### config.mk
export PLATFORM = sky130hd
export DESIGN_NAME = dll_mode_ctrl
export DESIGN_NICKNAME = d
export VERILOG_FILES = /design/src/core/dll_mode_pkg.sv /design/src/core/dll_mode_ctrl.sv /design/src/core/cmd_decode.sv
export VERILOG_INCLUDE_DIRS = /design/src /design/src/core
export SDC_FILE = /design/constraint.sdc
export NUM_CORES = 1
export LEC_CHECK = 0
export BUFFER_PORTS_ARGS = -buffer_cell sky130_fd_sc_hd__buf_2
export CORE_ASPECT_RATIO = 0.75
export CORE_MARGIN = 10
export CORE_UTILIZATION = 50
export DETAILED_ROUTE_END_ITERATION = 8
export GPL_TIMING_DRIVEN = 0
export PLACE_DENSITY = 0.74
export SLEW_MARGIN = 25
export SYNTH_ARGS = -nofsm -noshare
export SYNTH_HDL_FRONTEND = slang
export SYNTH_HIERARCHICAL = 1
export SYNTH_SLANG_ARGS = --single-unit
### constraint.sdc
create_clock -name clk_in -period 2.3 [get_ports clk_in]
set_clock_uncertainty 0.05 [all_clocks]
set_input_delay 0.345 -clock clk_in [delete_from_list [all_inputs] [get_ports clk_in]]
set_output_delay 0.345 -clock clk_in [all_outputs]
set_load 0.02 [all_outputs]
### src/core/dll_mode_map.svh
`ifndef DLL_MODE_MAP_SVH
`define DLL_MODE_MAP_SVH

// mode register select values on the bank address pins
`define MR_SEL_MR0          2'h0
`define MR_SEL_MR1          2'h1
// field positions within the address bus
`define MR1_DLL_OFF_BIT     0
`define MR0_DLL_RESET_BIT   8
// reset values
`define DLL_OFF_RESET       1'h0
// only latency setting supported while the loop is off
`define DLL_OFF_LATENCY     4'h6
// loop lock time in link clock cycles
`define LOCK_CYCLES         512
// clock periods of the link clock (bench value 48 ns) sampled by clk_in (4 ns)
`define LINK_PERIOD_NS      48
`define CORE_PERIOD_NS      4
`define IDLE_EDGES_CK       ((`LINK_PERIOD_NS * 4) / `CORE_PERIOD_NS)

`endif

### src/core/dll_mode_pkg.sv
package dll_mode_pkg;

    typedef enum logic [2:0] {
        CMD_DESELECT,
        CMD_NOP,
        CMD_MODE_SET,
        CMD_SELF_REFRESH,
        CMD_POWER_DOWN,
        CMD_OTHER
    } cmd_e;

    typedef struct packed {
        logic        cs_n;
        logic        ras_n;
        logic        cas_n;
        logic        we_n;
        logic        cke;
        logic        odt;
        logic [1:0]  ba;
        logic [12:0] addr;
    } cmd_pins_s;

    typedef enum {
        ST_ACTIVE,
        ST_SELF_REFRESH,
        ST_POWER_DOWN,
        ST_RELOCK
    } power_state_e;

endpackage

### src/core/dll_mode_ctrl.sv
`timescale 1ns/1ps
`include "dll_mode_map.svh"

// Operation
// chip select low, strobes high registers a no-operation; ongoing work continues
// chip select high ignores command pins; ongoing work continues
// mode register 1 bit 0 set disables the loop until cleared
// the disable bit may change during initialization or later
// loop off supports only read and write latency of six
// loop off starts read strobe timing one cycle earlier
// controller keeps clock under loop-off maximum and realigns read data
// controller idles banks and termination before disabling the loop
// controller disables loop, enters self-refresh, changes clock, restarts it
// controller holds clock enable high, termination low after self-refresh exit
// controller rewrites mode registers after exit delay
// controller enters self-refresh to turn the loop back on
// controller clears disable bit then starts loop reset via mode register 0
// locked-loop commands wait the full lock time
// controller keeps clock period constant in normal operation
// frequency changes only in self-refresh or precharge power-down
// in self-refresh the device ignores the clock after entry hold time
// new frequency stays within the speed grade range
// in power-down termination stays off, controller holds termination low
// controller waits hold time and keeps clock enable, termination low
// controller restarts clock, exits, then resets the loop
// during re-lock controller holds termination low; afterwards device runs
module dll_mode_ctrl
    import dll_mode_pkg::*;
#(
    parameter int LOCK_CYCLES = `LOCK_CYCLES
)(
    // clock and reset
    input  wire logic        clk_in,
    input  wire logic        rst_in,
    // memory pins from the controller
    input  wire logic        ck_in,
    input  wire logic        cke_in,
    input  wire logic        odt_in,
    input  wire logic        cs_n_in,
    input  wire logic        ras_n_in,
    input  wire logic        cas_n_in,
    input  wire logic        we_n_in,
    input  wire logic [1:0]  ba_in,
    input  wire logic [12:0] addr_in,
    // latencies from the rest of the device
    input  wire logic [3:0]  cas_latency_in,
    input  wire logic [3:0]  write_latency_in,
    input  wire logic [3:0]  additive_latency_in,
    // status
    output logic             dll_off_out,
    output logic             dll_locked_out,
    output logic             latency_ok_out,
    output logic [4:0]       read_strobe_delay_out,
    output logic             self_refresh_out,
    output logic             power_down_out,
    output logic             clock_ignored_out,
    output logic             nop_out
);

    // ****************************************
    // pin synchronisers
    // ****************************************
    cmd_pins_s pins_meta;
    cmd_pins_s pins_sync;
    cmd_pins_s pins_prev;
    logic      ck_meta;
    logic      ck_sync;
    logic      ck_prev;
    cmd_pins_s pins_raw;

    assign pins_raw = '{cs_n: cs_n_in, ras_n: ras_n_in, cas_n: cas_n_in, we_n: we_n_in,
                        cke: cke_in, odt: odt_in, ba: ba_in, addr: addr_in};

    always_ff @(posedge clk_in or posedge rst_in) begin
        if (rst_in) begin
            pins_meta <= '{cs_n: 1'h1, ras_n: 1'h1, cas_n: 1'h1, we_n: 1'h1, default: '0};
            pins_sync <= '{cs_n: 1'h1, ras_n: 1'h1, cas_n: 1'h1, we_n: 1'h1, default: '0};
            pins_prev <= '{cs_n: 1'h1, ras_n: 1'h1, cas_n: 1'h1, we_n: 1'h1, default: '0};
            ck_meta   <= 1'h0;
            ck_sync   <= 1'h0;
            ck_prev   <= 1'h0;
        end else begin
            pins_meta <= pins_raw;
            pins_sync <= pins_meta;
            ck_meta   <= ck_in;
            ck_sync   <= ck_meta;
            ck_prev   <= ck_sync;
            if (ck_sync && !ck_prev) begin
                pins_prev <= pins_sync;
            end
        end
    end

    // ****************************************
    // command decode on link clock rising edge
    // ****************************************
    logic ck_rise;
    cmd_e cmd;

    assign ck_rise = ck_sync && !ck_prev;

    cmd_decode u_decode (
        .pins_in     (pins_sync),
        .cke_prev_in (pins_prev.cke),
        .cmd_out     (cmd)
    );

    // ****************************************
    // loop mode and power state
    // ****************************************
    power_state_e state;
    power_state_e next_state;
    logic         dll_off;
    logic         next_dll_off;
    logic [15:0]  lock_cnt;
    logic [15:0]  next_lock_cnt;
    logic         locked;
    logic         next_locked;
    logic         nop;
    logic         next_nop;

    always_comb begin
        next_state    = state;
        next_dll_off  = dll_off;
        next_lock_cnt = lock_cnt;
        next_locked   = locked;
        next_nop      = 1'h0;
        if (ck_rise) begin
            case (state)
                ST_ACTIVE, ST_RELOCK: begin
                    // deselect and nop change nothing while cke stays high; a relock keeps counting
                    next_nop = (cmd == CMD_NOP);
                    if (cmd == CMD_MODE_SET && pins_sync.ba == `MR_SEL_MR1) begin
                        // disable bit may be written in the active or relock state
                        next_dll_off = pins_sync.addr[`MR1_DLL_OFF_BIT];
                        if (pins_sync.addr[`MR1_DLL_OFF_BIT]) begin
                            next_locked = 1'h0;
                            next_state  = ST_ACTIVE;
                        end
                    end else if (cmd == CMD_MODE_SET && pins_sync.ba == `MR_SEL_MR0
                                 && pins_sync.addr[`MR0_DLL_RESET_BIT] && !dll_off) begin
                        next_locked   = 1'h0;
                        next_lock_cnt = 16'(LOCK_CYCLES);
                        next_state    = ST_RELOCK;
                    end else if (cmd == CMD_SELF_REFRESH) begin
                        next_state = ST_SELF_REFRESH;
                    end else if (pins_prev.cke && !pins_sync.cke && cmd != CMD_OTHER) begin
                        next_state = ST_POWER_DOWN;
                    end else if (state == ST_RELOCK) begin
                        // after lock time, run at the new frequency
                        if (lock_cnt <= 16'h0001) begin
                            next_lock_cnt = 16'h0000;
                            next_locked   = 1'h1;
                            next_state    = ST_ACTIVE;
                        end else begin
                            next_lock_cnt = lock_cnt - 16'h0001;
                        end
                    end
                end
                ST_SELF_REFRESH, ST_POWER_DOWN: begin
                    // clock content is ignored here; only cke return counts
                    if (pins_sync.cke) begin
                        next_state = ST_ACTIVE;
                    end
                end
                default: begin
                    next_state = ST_ACTIVE;
                end
            endcase
        end
        // exit is only taken at a clock edge; a parked clock holds the state
        if ((state == ST_SELF_REFRESH || state == ST_POWER_DOWN) && pins_sync.cke
            && !ck_rise) begin
            next_state = state;
        end
    end

    always_ff @(posedge clk_in or posedge rst_in) begin
        if (rst_in) begin
            state    <= ST_ACTIVE;
            dll_off  <= `DLL_OFF_RESET;
            lock_cnt <= 16'h0000;
            locked   <= 1'h0;
            nop      <= 1'h0;
        end else begin
            state    <= next_state;
            dll_off  <= next_dll_off;
            lock_cnt <= next_lock_cnt;
            locked   <= next_locked;
            nop      <= next_nop;
        end
    end

    // ****************************************
    // latency and strobe timing
    // ****************************************
    logic [4:0] next_strobe;
    logic       next_lat_ok;

    always_comb begin
        next_strobe = 5'(additive_latency_in) + 5'(cas_latency_in);
        if (dll_off) begin
            next_strobe = next_strobe - 5'h01;
        end
        next_lat_ok = !dll_off || (cas_latency_in == `DLL_OFF_LATENCY
                                   && write_latency_in == `DLL_OFF_LATENCY);
    end

    always_ff @(posedge clk_in or posedge rst_in) begin
        if (rst_in) begin
            read_strobe_delay_out <= 5'h00;
            latency_ok_out        <= 1'h1;
            dll_off_out           <= 1'h0;
            dll_locked_out        <= 1'h0;
            self_refresh_out      <= 1'h0;
            power_down_out        <= 1'h0;
            clock_ignored_out     <= 1'h0;
            nop_out               <= 1'h0;
        end else begin
            read_strobe_delay_out <= next_strobe;
            latency_ok_out        <= next_lat_ok;
            dll_off_out           <= dll_off;
            dll_locked_out        <= locked && !dll_off;
            self_refresh_out      <= (state == ST_SELF_REFRESH);
            power_down_out        <= (state == ST_POWER_DOWN);
            clock_ignored_out     <= (state == ST_SELF_REFRESH);
            nop_out               <= nop;
        end
    end

endmodule

### src/core/cmd_decode.sv
`timescale 1ns/1ps

// combinational command decode of the sampled pins
module cmd_decode
    import dll_mode_pkg::*;
(
    // sampled pins
    input  wire cmd_pins_s pins_in,
    input  wire logic      cke_prev_in,
    // decoded command
    output cmd_e           cmd_out
);

    always_comb begin
        if (pins_in.cs_n) begin
            cmd_out = CMD_DESELECT;
        end else if (pins_in.ras_n && pins_in.cas_n && pins_in.we_n) begin
            cmd_out = CMD_NOP;
        end else if (!pins_in.ras_n && !pins_in.cas_n && !pins_in.we_n) begin
            if (cke_prev_in && !pins_in.cke) begin
                cmd_out = CMD_SELF_REFRESH;
            end else begin
                cmd_out = CMD_MODE_SET;
            end
        end else begin
            cmd_out = CMD_OTHER;
        end
    end

endmodule

==> run summary <==
Status = complete, but fails checks
Failing checks = setup timing
All-Layer GR Usage = 13.90%
Area Growth Syn to Fin = 33.32%
Crit path arrival time = 2.67 ns
Antenna violations before repair = 0
Final layout net count = 348
First-pass GRT wire length = 9252 um
Site Rows = 22
Num CTS Buffers = 5
Max-Cap Viols = 0
Worst r2r path cells = 7
Placed Area = 2864 um2
Clock power share = 28.5%
Switching Fraction = 29.78%
Final Hold Viols = 0
Final setup viols = 14
Antenna diodes = 0
Post-Syn Area = 2565 um2
RSZ-0062 raised after global routing = true
Drt pass-1 iters = 4
Cell Chain, Critical Path = nor4_4 > nor4b_4 > buf_4 > nand2_4 > and4_1 > a311o_1 > mux2_4
Worst Max-Slew Pin Slew = 0.6876 ns
Number of I/O pins = 48
Fin area = 3420 um2
Pleak = 1.650 nW
Slew margin rel. = 53.78%
Avg Vias per Cell = 5.640
Crit. End Element = flip-flop
Gate power share = 18.7%
CTS Buffer Depth = 2
CP max FO = 6
CTS tree = yes
PD cells = 581.3 nW/um2
Mean Syn Cell Area = 11.15 um2
Die area = 8424 um2
FF-to-FF setup slack = -0.21 ns
HP Class = in -> async
Syn_nets = 278
Fillers = 366
H-Tree Depth = 2
GP Congestion = 0.8574
Number of global-route vias before repair = 2065
Final min period = 2.512 ns
Final wirelength = 5994 um
CP startpoint kind = flip-flop
Die height = 82.03 um
Worst IR Drop VDD = 0.5388 mV
Critical path class = reg -> reg
Clock latency on the worst-skew pair = 0.32 ns
Die W = 102.7 um
Sink count of the clock tree = 54
Worst endpoint required time = 2.46 ns
DRT iter0 DRCs = 156
Crit share post-route = 109.2%
Setup WS post-layout = -0.2122 ns
Int Power = 0.001396 W
Pwr Total = 0.001988 W
Final hold slack = 0.06074 ns
Initial core utilization = 52.06%
Largest net degree at the start of global routing = 55
Layout cells sized above 1 = 42.86%
Root buffer cell = clkbuf_8
Max Clk Rate = 398.1 MHz
Switching power = 0.0005920 W
Routed Antenna Nets = 0
Slowest CP cell = nor4_4
Drt drc = 0
Syn Inst Count = 230
Clk slew on worst S/H paths = 0.11 ns
Utilization after layout = 69.40%
PortBufs = 35
GR Overflow Total = 0
Synth warnings = 6
Final TNS setup = -1.049 ns
Via total after detailed routing = 2036
Core Box Area = 4927 um2
Placed wire-length estimate = 3738 um
Flop pwr share = 52.8%
Wire length per cell = 16.60 um
Pins Over Slew Limit = 0
CP peak stage delay = 0.44 ns
==> power by group through the flow <==
stage	sequential (W)	clock [W]	combinational [W]
2_1_floorplan	0.00110	0	0.000184
3_3_place_gp	0.00106	0	0.000313
3_5_place_dp	0.00107	0	0.000321
4_1_cts	0.00105	0.000580	0.000345
5_1_grt	0.00106	0.000618	0.000411
6_report	0.00105	0.000566	0.000372
==> flip-flops by register name, summed over array words and instances, names as in the netlist, 2 cells and up <==
name,cells
state,2
read_strobe_delay_out,5
pins_sync,9
pins_meta,9
lock_cnt,16
==> metrics by stage <==
step / setup slack (ns) / cells
6_report: -0.2122 / 361
5_1_grt: -0.2851 / 361
4_1_cts: -0.1342 / 344
2_1_floorplan: -0.01186 / 230
3_5_place_dp: -0.3509 / 325
3_3_place_gp: -0.2637 / 325
==> routing by layer <==
metal	global-route usage [%]	part of all wire [%]
met1	18.02	45
met2	21.55	46
met3	3.691	6.3
met4	6.039	1.8
met5	0	0
==> final cells by class <==
type | count | area (um2) | share of cell area (%)
Clock buffer | 5 | 68.82 | 2.012
Sequential cell | 54 | 1363 | 39.85
Timing Repair Buffer | 64 | 425.4 | 12.44
Tap cell | 60 | 75.07 | 2.195
Multi-Input combinational cell | 154 | 1346 | 39.37
Inverter | 16 | 62.56 | 1.829
Clock inverter | 3 | 28.78 | 0.8416
Buffer | 5 | 50.05 | 1.464
==> worst max-delay path, delay by kind of cell, from the launching register on <==
kind            cells  cell delay [ns]
simple gates        4             1.04
buf+inv             1             0.20
mux                 1             0.31
flops               1             0.42
compound gates      1             0.37
==> cells in the final DEF (no fill, tap or decap), types with 6 or more instances in the layout <==
cell type and n:
dfrtp_1 45, buf_2 36, buf_4 25, inv_1 15, ha_1 11, nand2_1 10
nor2_1 9, dfstp_2 9, a21oi_1 8, nand2b_1 6, buf_6 6, o21ai_1 6
==> final timing paths <==
| kind | start | endpoint |
|---|---|---|
| min reg2reg | pins_meta[13] | pins_sync[13] |
| max | pins_sync[20] | state[0] |
| max in group asynchronous | rst_in | lock_cnt[0] |
| min | rst_in | dll_off |
| max reg2reg | pins_sync[20] | state[0] |
| min in group clk_in | cs_n_in | pins_meta[20] |
==> repair_timing <==
| item | CTS | global route |
|---|---|---|
| pin swaps | 9 | 22 |
| hold buffers | 0 | 0 |
| gates cloned | 0 | 2 |
| endpoints found under the setup margin | 19 | 19 |
| setup buffers | 11 | 16 |
| resized for setup | 27 | 35 |
Note: power is estimated with default switching activity, not from simulation.
